File: config.mk
export PLATFORM = sky130hd
export DESIGN_NAME = cpu_exec_core
export DESIGN_NICKNAME = d
export VERILOG_FILES = /design/src/core/cpu_exec_pkg.sv /design/src/core/cpu_reg_file.sv /design/src/core/cpu_exec_core.sv
export SDC_FILE = /design/constraint.sdc
export NUM_CORES = 1
export LEC_CHECK = 0
export BUFFER_PORTS_ARGS = -buffer_cell sky130_fd_sc_hd__buf_2
export CAP_MARGIN = 10
export CORE_UTILIZATION = 40
export CTS_CLUSTER_SIZE = 16
export DETAILED_ROUTE_END_ITERATION = 10
export PLACE_DENSITY = 0.52
export SYNTH_ARGS = -nofsm -noshare
export SYNTH_HDL_FRONTEND = slang
export SYNTH_HIERARCHICAL = 1
export SYNTH_SLANG_ARGS = --single-unit
File: constraint.sdc
create_clock -name clk -period 3.3 [get_ports clk]
set_input_delay 0.33 -clock clk [delete_from_list [all_inputs] [get_ports clk]]
set_output_delay 0.33 -clock clk [all_outputs]
set_load 0.01 [all_outputs]
File: src/core/cpu_exec_pkg.sv
// Package: constants, codes and types used by the execute core; the register file does not import it
`default_nettype none

package cpu_exec_pkg;

   // -----------------------------------------------------------------
   // Machine cycle timing
   // -----------------------------------------------------------------
   localparam logic [2:0] PH_FIRST    = 3'h0;   // Register file read issued
   localparam logic [2:0] PH_ADDR     = 3'h1;   // Address out, latch pulse
   localparam logic [2:0] PH_WR_FIRST = 3'h2;   // First phase of write strobe
   localparam logic [2:0] PH_WR_LAST  = 3'h6;   // Last phase of write strobe
   localparam logic [2:0] PH_LAST     = 3'h7;   // Data sampled, results stored

   // -----------------------------------------------------------------
   // Machine states
   // -----------------------------------------------------------------
   typedef enum logic [2:0] {
      ST_FETCH  = 3'b000,
      ST_EXEC   = 3'b001,
      ST_DMAIN  = 3'b010,
      ST_DMAOUT = 3'b011,
      ST_INT    = 3'b100,
      ST_LOAD   = 3'b101
   } machine_state_type;

   // External state code shown on the state pins
   localparam logic [1:0] CODE_FETCH = 2'h0;
   localparam logic [1:0] CODE_EXEC  = 2'h1;
   localparam logic [1:0] CODE_DMA   = 2'h2;
   localparam logic [1:0] CODE_INT   = 2'h3;

   // -----------------------------------------------------------------
   // Opcode groups and fixed selectors
   // -----------------------------------------------------------------
   localparam logic [3:0] OPC_SET_DP  = 4'hE;   // Set data pointer group
   localparam logic [3:0] OPC_GROUP_F = 4'hF;   // Memory logic and arithmetic
   localparam logic [2:0] OPN_SHIFT   = 3'h6;   // Shift within group F
   localparam logic [3:0] DMA_PTR_SEL = 4'h0;   // DMA uses register zero
   localparam logic [3:0] INT_PC_SEL  = 4'h1;   // Program counter after entry
   localparam logic [3:0] INT_DP_SEL  = 4'h2;   // Data pointer after entry

   // -----------------------------------------------------------------
   // Reset values
   // -----------------------------------------------------------------
   localparam logic       IE_RESET    = 1'b1;
   localparam logic       CTRL_RESET  = 1'b1;
   localparam logic [3:0] MASK_RESET  = 4'h0;
   localparam logic [3:0] SEL_RESET   = 4'h0;

   // -----------------------------------------------------------------
   // Register map (byte offsets)
   // -----------------------------------------------------------------
   localparam logic [7:0] OFF_CTRL   = 8'h00;
   localparam logic [7:0] OFF_STATUS = 8'h04;
   localparam logic [7:0] OFF_MASK   = 8'h08;
   localparam logic [7:0] OFF_CORE   = 8'h0C;

   // Status and mask bit positions
   localparam int EV_DMAIN  = 0;
   localparam int EV_DMAOUT = 1;
   localparam int EV_INT    = 2;
   localparam int EV_LOAD   = 3;

   // Synchronised pin positions
   localparam int PIN_DMAIN  = 0;
   localparam int PIN_DMAOUT = 1;
   localparam int PIN_INT    = 2;
   localparam int PIN_CLEAR  = 3;
   localparam int PIN_WAIT   = 4;

endpackage : cpu_exec_pkg

`default_nettype wire

File: src/core/cpu_reg_file.sv
// Sixteen by sixteen-bit register matrix with registered read data
`default_nettype none

module cpu_reg_file (
   // Clock and reset
   input  wire logic        clk,
   input  wire logic        rst_b,
   // Write port
   input  wire logic        writeEn,
   input  wire logic [3:0]  writeAddr,
   input  wire logic [15:0] writeData,
   // Read port
   input  wire logic [3:0]  readAddr,
   output logic      [15:0] readData
);

   // -----------------------------------------------------------------
   // State
   // -----------------------------------------------------------------
   typedef struct packed {
      logic [15:0][15:0] mem;      // Register matrix
      logic [15:0]       rdata;    // Read data register
   } reg_file_type;

   reg_file_type r;                // Current state
   reg_file_type n;                // Next state

   // Read returns the old word on a same-cycle write; callers read a cycle later
   always_comb begin
      n = r;
      if (writeEn) begin
         n.mem[writeAddr] = writeData;
      end
      n.rdata = r.mem[readAddr];
   end

   // State register
   always_ff @(posedge clk or negedge rst_b) begin
      if (!rst_b) begin
         r <= '0;
      end else begin
         r <= n;
      end
   end

   assign readData = r.rdata;

endmodule : cpu_reg_file

`default_nettype wire

File: src/core/cpu_exec_core.sv
// Execute, DMA, interrupt entry and load mode sequencing of an 8-bit CPU core
//
// Summary of operation
// - Immediate OR into accumulator, advance counter
// - Immediate AND into accumulator, advance counter
// - Immediate XOR into accumulator, advance counter
// - Immediate byte minus accumulator, borrow to carry
// - Accumulator minus immediate byte, borrow to carry
// - Indirect load and logic via data pointer
// - Indirect accumulator minus memory, borrow to carry
// - Shift right, low bit to carry
// - DMA in writes bus byte at register zero
// - DMA out reads memory at register zero
// - DMA input wins over DMA output
// - Interrupt entry saves selectors, disables, reselects
// - Clear and wait low: idle load mode
// - Load mode suppresses latch pulse, awaits DMA
//
// Added by the designer: the Wishbone interface to the registers and the address map.
`default_nettype none

module cpu_exec_core (
   // Clock and reset
   input  wire logic        clk,
   input  wire logic        rst_b,
   // System bus pins
   output logic      [15:0] memoryAddress,
   input  wire logic [7:0]  dataBusIn,
   output logic             memoryReadStrobe_b,
   output logic             memoryWriteStrobe_b,
   output logic             addressLatchPulse,
   output logic             secondTimingPulse,
   output logic      [1:0]  stateCode,
   // Control pins
   input  wire logic        dmaInRequest,
   input  wire logic        dmaOutRequest,
   input  wire logic        interruptRequest,
   input  wire logic        clear_b,
   input  wire logic        wait_b,
   output logic             interruptEnable,
   // Wishbone slave
   input  wire logic        wb_cyc_i,
   input  wire logic        wb_stb_i,
   input  wire logic        wb_we_i,
   input  wire logic [7:0]  wb_adr_i,
   input  wire logic [3:0]  wb_sel_i,
   input  wire logic [31:0] wb_dat_i,
   output logic      [31:0] wb_dat_o,
   output logic             wb_ack_o,
   // Interrupt to software
   output logic             irq
);

   // -----------------------------------------------------------------
   // State
   // -----------------------------------------------------------------
   typedef struct packed {
      cpu_exec_pkg::machine_state_type state;   // Machine state
      logic [2:0]  phase;                        // Phase within machine cycle
      logic [7:0]  opcode;                       // Fetched instruction
      logic [7:0]  acc;                          // Accumulator
      logic        carry;                        // Carry flag
      logic        ie;                           // Interrupt enable
      logic [3:0]  xSel;                         // Data-pointer selector
      logic [3:0]  pSel;                         // Program-counter selector
      logic [7:0]  tReg;                         // Saved selectors
      logic [15:0] regVal;                       // Selected register value
      logic [15:0] addr;                         // Address pins
      logic        rd_b;                         // Read strobe pin
      logic        wr_b;                         // Write strobe pin
      logic        alp;                          // Address latch pulse pin
      logic        second_timing_pulse;                          // Second timing pulse pin
      logic [1:0]  code;                         // State code pins
      logic [4:0]  pinSync1;                     // First synchroniser stage
      logic [4:0]  pinSync2;                     // Second synchroniser stage
      logic [7:0]  dataSync1;                    // Data bus first stage
      logic [7:0]  dataSync2;                    // Data bus second stage
      logic        ack;                          // Bus acknowledge
      logic [31:0] datO;                         // Bus read data
      logic        ctrl;                         // Interrupt pin allowed
      logic [3:0]  status;                       // Sticky events
      logic [3:0]  mask;                         // Event mask
      logic        irq;                          // Interrupt output
   } core_state_type;

   core_state_type r;                            // Current state
   core_state_type n;                            // Next state

   // -----------------------------------------------------------------
   // Register file port signals
   // -----------------------------------------------------------------
   logic        rfWe;                            // Write enable
   logic [3:0]  rfWaddr;                         // Write index
   logic [15:0] rfWdata;                         // Write word
   logic [3:0]  rfRaddr;                         // Read index
   logic [15:0] rfRdata;                         // Registered read word

   // Combinational helpers
   logic [3:0]  sel;                             // Register used this cycle
   logic [7:0]  mdata;                           // Sampled data byte
   logic [8:0]  sum;                             // Adder result with carry
   logic [3:0]  evt;                             // Event pulses
   logic [3:0]  clr;                             // Status bits reported
   logic        readCycle;                       // Memory read this cycle
   logic        dmaIn;                           // Synchronised DMA in request
   logic        dmaOut;                          // Synchronised DMA out request
   logic        intPend;                         // Interrupt may be taken
   logic        loadMode;                        // Clear and wait both low
   cpu_exec_pkg::machine_state_type after;       // State after cycle end

   // -----------------------------------------------------------------
   // Register matrix
   // -----------------------------------------------------------------
   cpu_reg_file u_reg_file (
      .clk       (clk),
      .rst_b     (rst_b),
      .writeEn   (rfWe),
      .writeAddr (rfWaddr),
      .writeData (rfWdata),
      .readAddr  (rfRaddr),
      .readData  (rfRdata)
   );

   // -----------------------------------------------------------------
   // Next-state logic
   // -----------------------------------------------------------------
   // Each machine cycle lasts eight clocks so that synchronised data
   // from slow memories settles before it is sampled in the last phase.
   always_comb begin
      n         = r;
      rfWe      = 1'b0;
      rfWaddr   = cpu_exec_pkg::SEL_RESET;
      rfWdata   = 16'h0000;
      sel       = r.pSel;
      mdata     = r.dataSync2;
      sum       = 9'h000;
      evt       = 4'h0;
      clr       = 4'h0;
      readCycle = 1'b0;
      after     = cpu_exec_pkg::ST_FETCH;

      // Two-stage synchronisers; only stage two is read by logic
      n.pinSync1  = {wait_b, clear_b, interruptRequest, dmaOutRequest, dmaInRequest};
      n.pinSync2  = r.pinSync1;
      n.dataSync1 = dataBusIn;
      n.dataSync2 = r.dataSync1;
      dmaIn    = r.pinSync2[cpu_exec_pkg::PIN_DMAIN];
      dmaOut   = r.pinSync2[cpu_exec_pkg::PIN_DMAOUT];
      intPend  = r.pinSync2[cpu_exec_pkg::PIN_INT] & r.ie & r.ctrl;
      loadMode = ~r.pinSync2[cpu_exec_pkg::PIN_CLEAR] & ~r.pinSync2[cpu_exec_pkg::PIN_WAIT];

      // Register and strobe selection for the current state
      case (r.state)
         cpu_exec_pkg::ST_FETCH: begin
            sel       = r.pSel;
            readCycle = 1'b1;
         end
         cpu_exec_pkg::ST_EXEC: begin
            if (r.opcode[7:4] == cpu_exec_pkg::OPC_GROUP_F) begin
               // Indirect forms address through the data pointer
               sel       = r.opcode[3] ? r.pSel : r.xSel;
               readCycle = (r.opcode[2:0] != cpu_exec_pkg::OPN_SHIFT);
            end else if (r.opcode[7:4] == cpu_exec_pkg::OPC_SET_DP) begin
               sel = r.opcode[3:0];
            end else begin
               sel = r.pSel;
            end
         end
         cpu_exec_pkg::ST_DMAIN: begin
            sel = cpu_exec_pkg::DMA_PTR_SEL;
         end
         cpu_exec_pkg::ST_DMAOUT: begin
            sel       = cpu_exec_pkg::DMA_PTR_SEL;
            readCycle = 1'b1;
         end
         cpu_exec_pkg::ST_LOAD: begin
            sel       = cpu_exec_pkg::DMA_PTR_SEL;
            readCycle = 1'b1;
         end
         default: begin
            sel = r.pSel;
         end
      endcase
      rfRaddr = sel;

      // Latch the selected register and drive the address pins
      if (r.phase == cpu_exec_pkg::PH_ADDR) begin
         n.regVal = rfRdata;
         if (r.state == cpu_exec_pkg::ST_LOAD) begin
            n.addr = 16'(rfRdata - 16'h0001);
         end else begin
            n.addr = rfRdata;
         end
      end

      // Choice of the next machine cycle at a cycle boundary
      if (dmaIn) begin
         after = cpu_exec_pkg::ST_DMAIN;
      end else if (dmaOut) begin
         after = cpu_exec_pkg::ST_DMAOUT;
      end else if (intPend && r.state != cpu_exec_pkg::ST_INT) begin
         after = cpu_exec_pkg::ST_INT;
      end else if (loadMode) begin
         after = cpu_exec_pkg::ST_LOAD;
      end else begin
         after = cpu_exec_pkg::ST_FETCH;
      end

      // End of machine cycle: store results and move on
      n.phase = 3'(r.phase + 3'h1);
      if (r.phase == cpu_exec_pkg::PH_LAST) begin
         n.state = after;
         case (r.state)
            cpu_exec_pkg::ST_FETCH: begin
               n.opcode = mdata;
               rfWe     = 1'b1;
               rfWaddr  = r.pSel;
               rfWdata  = 16'(r.regVal + 16'h0001);
               // Execution always follows fetch; DMA waits for its end
               n.state  = cpu_exec_pkg::ST_EXEC;
            end
            cpu_exec_pkg::ST_EXEC: begin
               if (r.opcode[7:4] == cpu_exec_pkg::OPC_SET_DP) begin
                  n.xSel = r.opcode[3:0];
               end else if (r.opcode[7:4] == cpu_exec_pkg::OPC_GROUP_F) begin
                  case (r.opcode[2:0])
                     3'h0: begin
                        n.acc = mdata;
                     end
                     3'h1: begin
                        n.acc = mdata | r.acc;
                     end
                     3'h2: begin
                        n.acc = mdata & r.acc;
                     end
                     3'h3: begin
                        n.acc = mdata ^ r.acc;
                     end
                     3'h4: begin
                        sum     = {1'b0, mdata} + {1'b0, r.acc};
                        n.acc   = sum[7:0];
                        n.carry = sum[8];
                     end
                     3'h5: begin
                        // Carry set means no borrow
                        sum     = {1'b0, mdata} + {1'b0, ~r.acc} + 9'h001;
                        n.acc   = sum[7:0];
                        n.carry = sum[8];
                     end
                     3'h6: begin
                        if (r.opcode[3]) begin
                           n.carry = r.acc[7];
                           n.acc   = {r.acc[6:0], 1'b0};
                        end else begin
                           n.carry = r.acc[0];
                           n.acc   = {1'b0, r.acc[7:1]};
                        end
                     end
                     default: begin
                        sum     = {1'b0, r.acc} + {1'b0, ~mdata} + 9'h001;
                        n.acc   = sum[7:0];
                        n.carry = sum[8];
                     end
                  endcase
                  // Immediate forms step the program counter
                  if (r.opcode[3] && r.opcode[2:0] != cpu_exec_pkg::OPN_SHIFT) begin
                     rfWe    = 1'b1;
                     rfWaddr = r.pSel;
                     rfWdata = 16'(r.regVal + 16'h0001);
                  end
               end
            end
            cpu_exec_pkg::ST_DMAIN, cpu_exec_pkg::ST_DMAOUT: begin
               rfWe    = 1'b1;
               rfWaddr = cpu_exec_pkg::DMA_PTR_SEL;
               rfWdata = 16'(r.regVal + 16'h0001);
               evt[cpu_exec_pkg::EV_DMAIN]  = (r.state == cpu_exec_pkg::ST_DMAIN);
               evt[cpu_exec_pkg::EV_DMAOUT] = (r.state == cpu_exec_pkg::ST_DMAOUT);
            end
            cpu_exec_pkg::ST_INT: begin
               n.tReg = {r.xSel, r.pSel};
               n.ie   = 1'b0;
               n.pSel = cpu_exec_pkg::INT_PC_SEL;
               n.xSel = cpu_exec_pkg::INT_DP_SEL;
               evt[cpu_exec_pkg::EV_INT] = 1'b1;
            end
            default: begin
               // Load mode idles until a DMA request arrives
            end
         endcase
         evt[cpu_exec_pkg::EV_LOAD] = (n.state == cpu_exec_pkg::ST_LOAD) &&
                                      (r.state != cpu_exec_pkg::ST_LOAD);
      end

      // Pin outputs for the coming clock, registered straight to pins
      n.rd_b = ~(readCycle && n.phase != cpu_exec_pkg::PH_FIRST);
      n.wr_b = ~(r.state == cpu_exec_pkg::ST_DMAIN &&
                 n.phase >= cpu_exec_pkg::PH_WR_FIRST &&
                 n.phase <= cpu_exec_pkg::PH_WR_LAST);
      n.alp  = (n.phase == cpu_exec_pkg::PH_ADDR) &&
               (r.state != cpu_exec_pkg::ST_LOAD);
      n.second_timing_pulse  = (n.phase == cpu_exec_pkg::PH_LAST) &&
               (n.state != cpu_exec_pkg::ST_LOAD);
      case (n.state)
         cpu_exec_pkg::ST_FETCH: begin
            n.code = cpu_exec_pkg::CODE_FETCH;
         end
         cpu_exec_pkg::ST_DMAIN, cpu_exec_pkg::ST_DMAOUT: begin
            n.code = cpu_exec_pkg::CODE_DMA;
         end
         cpu_exec_pkg::ST_INT: begin
            n.code = cpu_exec_pkg::CODE_INT;
         end
         default: begin
            n.code = cpu_exec_pkg::CODE_EXEC;
         end
      endcase

      // Wishbone slave: ack one cycle after request, dropped the next
      n.ack = wb_cyc_i & wb_stb_i & ~r.ack;
      if (wb_cyc_i && wb_stb_i && !r.ack) begin
         case (wb_adr_i)
            cpu_exec_pkg::OFF_CTRL: begin
               n.datO = {31'h00000000, r.ctrl};
            end
            cpu_exec_pkg::OFF_STATUS: begin
               n.datO = {28'h0000000, r.status};
            end
            cpu_exec_pkg::OFF_MASK: begin
               n.datO = {28'h0000000, r.mask};
            end
            cpu_exec_pkg::OFF_CORE: begin
               n.datO = {4'h0, r.xSel, r.pSel, 2'h0, r.code, 6'h00,
                         r.ie, r.carry, r.acc};
            end
            default: begin
               n.datO = 32'h00000000;
            end
         endcase
      end
      // Writes and read-clear land on the edge where ack is sampled
      if (wb_cyc_i && wb_stb_i && r.ack) begin
         if (wb_we_i && wb_sel_i[0]) begin
            if (wb_adr_i == cpu_exec_pkg::OFF_CTRL) begin
               n.ctrl = wb_dat_i[0];
            end
            if (wb_adr_i == cpu_exec_pkg::OFF_MASK) begin
               n.mask = wb_dat_i[3:0];
            end
         end
         if (!wb_we_i && wb_adr_i == cpu_exec_pkg::OFF_STATUS) begin
            // Only clear what was reported, so late events survive
            clr = r.datO[3:0];
         end
      end
      n.status = (r.status & ~clr) | evt;
      n.irq    = |(n.status & n.mask);
   end

   // -----------------------------------------------------------------
   // State register
   // -----------------------------------------------------------------
   always_ff @(posedge clk or negedge rst_b) begin
      if (!rst_b) begin
         r       <= '0;
         r.state <= cpu_exec_pkg::ST_FETCH;
         r.ie    <= cpu_exec_pkg::IE_RESET;
         r.ctrl  <= cpu_exec_pkg::CTRL_RESET;
         r.mask  <= cpu_exec_pkg::MASK_RESET;
         r.rd_b  <= 1'b1;
         r.wr_b  <= 1'b1;
      end else begin
         r <= n;
      end
   end

   // -----------------------------------------------------------------
   // Outputs, each from its flip-flop
   // -----------------------------------------------------------------
   assign memoryAddress       = r.addr;
   assign memoryReadStrobe_b  = r.rd_b;
   assign memoryWriteStrobe_b = r.wr_b;
   assign addressLatchPulse   = r.alp;
   assign secondTimingPulse   = r.second_timing_pulse;
   assign stateCode           = r.code;
   assign interruptEnable     = r.ie;
   assign wb_dat_o            = r.datO;
   assign wb_ack_o            = r.ack;
   assign irq                 = r.irq;

endmodule : cpu_exec_core

`default_nettype wire

==> impl_metrics.ini, run 1 <==
[final_layout]
utilization = 0.460
drive_above_1_share = 0.365
nNetsFinal = 1682
antenna_cells = 0
synthToLayoutAreaGrowth_pct = 12.9

[floorplanning]
floorplan.die_area_um2 = 49800
initial_utilization = 0.408
die_h_um = 223
design.portCount = 119
placeableCoreArea_um2 = 48000
die_w_um = 223
rows = 80

[sta]
final.setup.tns_ns = 0
slew_violations = 68
timing_worst_slew_pin_value_ns = 2.06
timing.final.setup_violations = 0
rsz0062_at_grt = false
final.setup.worst_slack_ns = 0.388
max_freq_mhz = 343
maxSlewHeadroom = -0.380
clock-skew-final_ns = 0.0191
final.min_clock_period_ns = 2.91
finalHoldViolCount = 0
min_period_over_period = 0.882
finalHoldWorstSlack_ns = 0.0365

[power]
vdd_drop_max_v = 0.000401
power_density_nw_per_um2 = 496
leakagePower_nw = 10.5

[logic_synthesis]
synth.most_common_cell = dfrtp_1
synth.top_cells.by_area = dfrtp_1 50%, mux2_2 15%, mux4_2 7.7%
netlist_area_um2 = 19600
netlist_top_cells_count = 389 x dfrtp_1, 263 x mux2_2, 91 x nand2_1
synthMuxAreaShare = 0.251
synthesis.area_per_instance_um2 = 12.9
ys_dominant_reg_cell = dfrtp_1
ys_types = 75
synthArstFlopShare = 1.00
synth-warning-count = 6
post_synth_inst_count = 1522
synth_adder_area_share = 0.0293
synth.ff_latch_count = 393
post_synth_xor_area_fraction = 0.0179
netlist.area_leader.share = 0.497
synth_top_family_by_area = multiplexers
share_of_the_yosys_chip_area_belonging_to_registers = 0.502
compound_gate_portion_of_the_synthesized_area = 0.0671
netlist.top_cell.by_area = dfrtp_1
synthSimpleGateAreaFrac = 0.0733
edff_count_synth = 0

[global_route]
global_route.usage.met2 = 0.314
grtUsageMet3 = 0.0325
first_pass_grt_wire_length_mm = 76.2
gr-usage-all-layers = 0.199
via_count_of_the_first_global_routing_pass = 12600
antenna_found_initial = 1
grt_busiest_layer = met2
residual_overflow_from_global_routing = 0
use_met1 = 0.285
largest_net_degree_at_the_start_of_global_routing = 79

[clock_network]
clk_path_buf_depth = 3
clk-insertion-delay-late_ns = 0.58
cts_root_buffer = clkbuf_16
clock_sink_count = 393
cts.clk_slew.worst_paths_ns = 0.06
cts_buffer_count = 45
cts_tree = done
h-tree-depth = 2
cts_resized = 0

[min_path]
hold_path_class = input port to register

[critical_path]
endpoint_kind = register
worst_path_largest_cell_delay_ns = 0.64
worst-path-max-fanout = 16
timing.critical_path.from_type = register
path_cells = nand3_1, nor4_4, nand4_1, a311o_1, inv_1, nand2b_1, or4_4, mux2_4
cp_data_required_time_ns = 3.76
cp_num_buf_inv = 1
setup.worst_path.class = register to register
data_arrival_at_the_endpoint_of_the_critical_path_ns = 3.37
cp_top_family = simple AND/OR/NAND/NOR gates
slowest_cell_on_crit_path = or4_4

[outcome]
result_of_the_run = complete, but fails checks
violations = slew limit

[route]
drtAntennaViolNets = 0
wl_per_cell_um = 21.6
detailedRoute.firstIterationViolations = 771
drt-vias-per-instance = 5.45
drt_wl_total_mm = 48.0
remaining_drc_errors = 0
num_vias = 12100
drtPass1Iterations = 5

[flow_run]
drv_cap = 0

[placed_design]
dp_hpwl_mm = 31.3
portBuffers = 72
globalplace.congestion = 0.905
dpl_worst_slack_ns = 0.380
==> state kept, by name, indices dropped and copies added (netlist names) <==
name,cells
wb_ack_o,1
secondTimingPulse,1
dmaOut,1
mdata,8
interruptEnable,1
memoryWriteStrobe_b,1
u_reg_file/readData,16
memoryAddress,16
r,56
u_reg_file/r,256
wb_dat_o,17
n,13
memoryReadStrobe_b,1
irq,1
dmaIn,1
stateCode,2
addressLatchPulse,1
==> worst register-to-register path, cell delays in order, from the launching register on <==
cell,delay (ns)
dfrtp_1,0.34
nand3_1,0.21
nor4_4,0.31
nand4_1,0.19
a311o_1,0.42
inv_1,0.19
nand2b_1,0.14
or4_4,0.64
mux2_4,0.37
==> layout by cell type (no fill, tap or decap), drive strengths merged, types with 4 or more instances in the layout <==
master       Yosys  final
dfrtp          389    389
mux2           284    284
buf            113    137
nand2           91     91
clkbuf          52     69
mux4            67     67
nor2            59     59
inv             46     48
o21ai           46     46
a22oi           41     41
ha              41     41
nand3           32     32
a21oi           30     30
xnor2           22     22
conb             1     19
nor3            19     19
xor2            18     18
dlygate4sd3      0     17
a22o            15     15
mux2i           12     12
nand2b          11     11
and3            10     10
a31oi           10     10
nand3b          10     10
o22ai            9      9
clkinv           0      9
nor4             9      9
or3              7      7
a211oi           7      7
nor2b            6      6
o211ai           6      6
and2             5      5
or4              5      5
dfstp            4      4
==> report_power, final <==
| group | total [W] | internal (W) | switching [W] |
|---|---|---|---|
| clock | 0.00497 | 0.00293 | 0.00203 |
| combinational | 0.00101 | 0.000393 | 0.000614 |
| sequential | 0.00499 | 0.00492 | 0.0000745 |
| total | 0.0110 | 0.00824 | 0.00272 |
==> logic make-up (layout without fill, tap and decap cells) <==
family                     count (synthesis)  after routing
other                                      1             19
muxes                                    363            363
DFF                                      393            393
and+or+nand+nor                          275            275
adders and majority gates                 44             44
AOI/OAI and AO/OA                        195            195
buffers and inverters                    211            283
xor gates and xnor gates                  40             40
==> through the flow <==
step           area [µm²]  instances  power [W]
2_1_floorplan       19700       1540    0.00570
3_3_place_gp        20500       2127    0.00606
3_5_place_dp        20500       2127    0.00607
4_1_cts             22100       2227     0.0111
5_1_grt             22100       2227     0.0114
6_report            22100       2227     0.0110
==> per-layer routing <==
layer  up-vias  wire, µm
li1       5507         -
met5         -        10
met3        61      2220
met4         2       856
met1      6278     22900
met2       282     22000
==> layout make-up <==
type                       instances  area, µm²
tap                              615        769
sequential                       393       9840
clock inverter                    14        153
inverter                          46        173
multi-input combinational        936       8670
clock buffer                      69       1330
timing repair buffer             154       1180
fill                            4313      25900
==> path summary, 6_finish.rpt <==
path	start	slack, ns	depth (start not counted)	to
worst min-delay path	wb_dat_i[2]	0.04	2	r[3]$_DFF_PN0_
max in group asynchronous	rst_b	2.09	3	mdata[5]$_DFF_PN0_
worst min register to register	n[43]$_DFF_PN0_	0.33	0	mdata[0]$_DFF_PN0_
min in group asynchronous	rst_b	0.33	2	irq$_DFF_PN0_
worst max-delay path	r[138]$_DFFE_PN0P_	0.39	8	u_reg_file/r[23]$_DFFE_PN0P_
worst max register to register	r[138]$_DFFE_PN0P_	0.39	8	u_reg_file/r[23]$_DFFE_PN0P_
==> timing repair <==
action / 4_1_cts / 5_1_grt
buffers inserted: 0 / 0
hold buffers: 17 / 0
hold endpoints to repair: 83 / 0
Note: power is estimated with default switching activity, not from simulation.
==> run 2, diff against run 1 <==
SETUP_SLACK_MARGIN = 0.4   (was default)
==> run 2 against run 1 <==
  * The run still ends with slew limit left
  * Cell count grew 0.27%
  * Critical path depth shrank 1
  * Cell area grew 0.50%
==> impl_metrics.ini, run 2 (same netlist as run 1, synthesis figures left out) <==
[floorplanning]
initial_utilization = 0.408
die_w_um = 223
floorplan.die_area_um2 = 49800
placeableCoreArea_um2 = 48000
design.portCount = 119
die_h_um = 223
rows = 80

[critical_path]
data_arrival_at_the_endpoint_of_the_critical_path_ns = 3.19
worst_path_most_repeated_cell = buf_4
r2r_setup_slack_ns = 0.56
cp_data_required_time_ns = 3.75
setup.worst_path.class = register to register
path_cells = buf_4, or3_1, a21oi_1, nand2_1, nor4_4, buf_4, mux2_2
crit-reg2reg-capture = u_reg_file/r[35]$_DFFE_PN0P_
timing.reg2reg.worst_path_depth = 7
worstReg2RegStart = r[146]$_DFF_PN0_
critical_path.startpoint = r[146]$_DFF_PN0_
slowest_cell_on_crit_path = or3_1
worst_path_largest_cell_delay_ns = 0.45
endpoint_kind = register
worst-path-max-fanout = 12
timing.critical_path.from_type = register

[final_layout]
most_common_cell_after_layout_fill_and_taps_aside = dfrtp_1
largest-register = u_reg_file/r
largest_register_ffs = 256
final_cell_mix = 389 x dfrtp_1, 263 x mux2_2, 91 x nand2_1, 71 x buf_2, 67 x mux4_2
synthToLayoutAreaGrowth_pct = 13.4
layout.cell_area.non_filler_um2 = 22200
final.fill_count = 4306
drive_above_1_share = 0.370
antenna_cells = 0
nNetsFinal = 1688

[route]
highest_layer = met5
num_vias = 12200
wl_met1_mm = 23.2
drtPass1Iterations = 4
drtAntennaViolNets = 0
remaining_drc_errors = 0
wl_per_cell_um = 21.7
detailedRoute.firstIterationViolations = 789
wl_met3_mm = 2.12
wl_met2_mm = 22.3
drt_wl_total_mm = 48.4
drt-vias-per-instance = 5.48

[sta]
clock-skew-final_ns = 0.0182
final.min_clock_period_ns = 2.74
maxSlewHeadroom = -0.397
max_freq_mhz = 365
slew_violations = 68
finalHoldViolCount = 0
final.setup.tns_ns = 0
timing_worst_slew_pin_value_ns = 2.08
min_period_over_period = 0.829
timing.final.setup_violations = 0
rsz0062_at_grt = false

[min_path]
worstHoldStart = wb_dat_i[2]
hold_path_class = input port to register
holdPathStages = 2
hold_end = r[3]$_DFF_PN0_

[clock_network]
clock_sink_count = 393
clk_path_buf_depth = 3
cts.clk_slew.worst_paths_ns = 0.06
h-tree-depth = 2
clk-insertion-delay-late_ns = 0.58
cts_tree = done
cts_root_buffer = clkbuf_16
cts_buffer_count = 45

[power]
p_total_w = 0.0110
leakagePower_nw = 10.5
vdd_drop_max_v = 0.000400
power_density_nw_per_um2 = 494

[global_route]
antenna_found_initial = 1
residual_overflow_from_global_routing = 0
first_pass_grt_wire_length_mm = 76.3
largest_net_degree_at_the_start_of_global_routing = 79
gr-usage-all-layers = 0.199
via_count_of_the_first_global_routing_pass = 12700

[placed_design]
dp_hpwl_mm = 31.3
globalplace.congestion = 0.905
portBuffers = 72
placedInstanceArea_um2 = 20500

[outcome]
violations = slew limit
result_of_the_run = complete, but fails checks

[flow_run]
drv_cap = 0
run 2: changes by cell type in the layout (fill, tap and decap cells not counted):
cell,before,now
nand3_2,0,1
nand3_1,32,31
a211oi_1,6,5
a211oi_2,1,2
buf_16,0,1
buf_12,12,13
inv_1,44,43
a22oi_1,41,40
buf_4,53,56
clkbuf_16,45,46
a22oi_2,0,1
inv_2,2,3
run 2: metrics by stage:
step,utilization,hold slack [ns],std cells,setup slack [ns]
floorplan,-,0.0344,1540,0.431
global placement,0.426,0.332,2127,0.424
detailed placement,0.426,0.335,2127,0.380
CTS,0.461,0.000372,2231,0.421
global route,0.462,0.0142,2233,0.395
finish,0.462,0.0354,2233,0.563
run 2: report_power, final:
group | leakage, nW | switching [W] | total [W] | internal, W
combinational | 4.43 | 0.000620 | 0.00102 | 0.000401
sequential | 5.35 | 0.0000757 | 0.00499 | 0.00492
clock | 0.728 | 0.00203 | 0.00497 | 0.00293
run 2: worst max-delay path: cells and delay by family, from the launching register on:
kind,cells,cell delay (ns)
AOI/OAI and AO/OA,1,0.44
buffers and inverters,2,0.46
DFF,1,0.40
muxes,1,0.35
and+or+nand+nor,3,0.95
run 2: repair_timing:
item,CTS,global route
gates resized for setup,0,5
cloned,0,1
hold buffers,17,0
endpoints found under the hold margin,83,0
buffers inserted,4,1
endpoints found under the setup margin,11,44
pin swaps,2,2
run 2: worst max-delay path by stage:
stage,end
after floorplan,u_reg_file/r[37]$_DFFE_PN0P_
after global placement,u_reg_file/r[27]$_DFFE_PN0P_
after detailed placement,u_reg_file/r[23]$_DFFE_PN0P_
after CTS,u_reg_file/r[27]$_DFFE_PN0P_
after global routing,u_reg_file/readData[14]$_DFF_PN0_
final,u_reg_file/r[35]$_DFFE_PN0P_
run 2: final cells by class:
class	instances	area (µm²)	area share
inverter	46	173	0.00777
sequential	393	9840	0.443
clock buffer	69	1330	0.0597
clock inverter	14	153	0.00687
multi-input combinational	936	8680	0.391
tap	615	769	0.0346
timing repair buffer	160	1270	0.0573
run 2: metal layers:
layer | vias up | global-route usage
met3 | 62 | 0.0325
met1 | 6393 | 0.286
met2 | 271 | 0.314
met5 | - | 0
met4 | 2 | 0.0515
li1 | 5519 | -
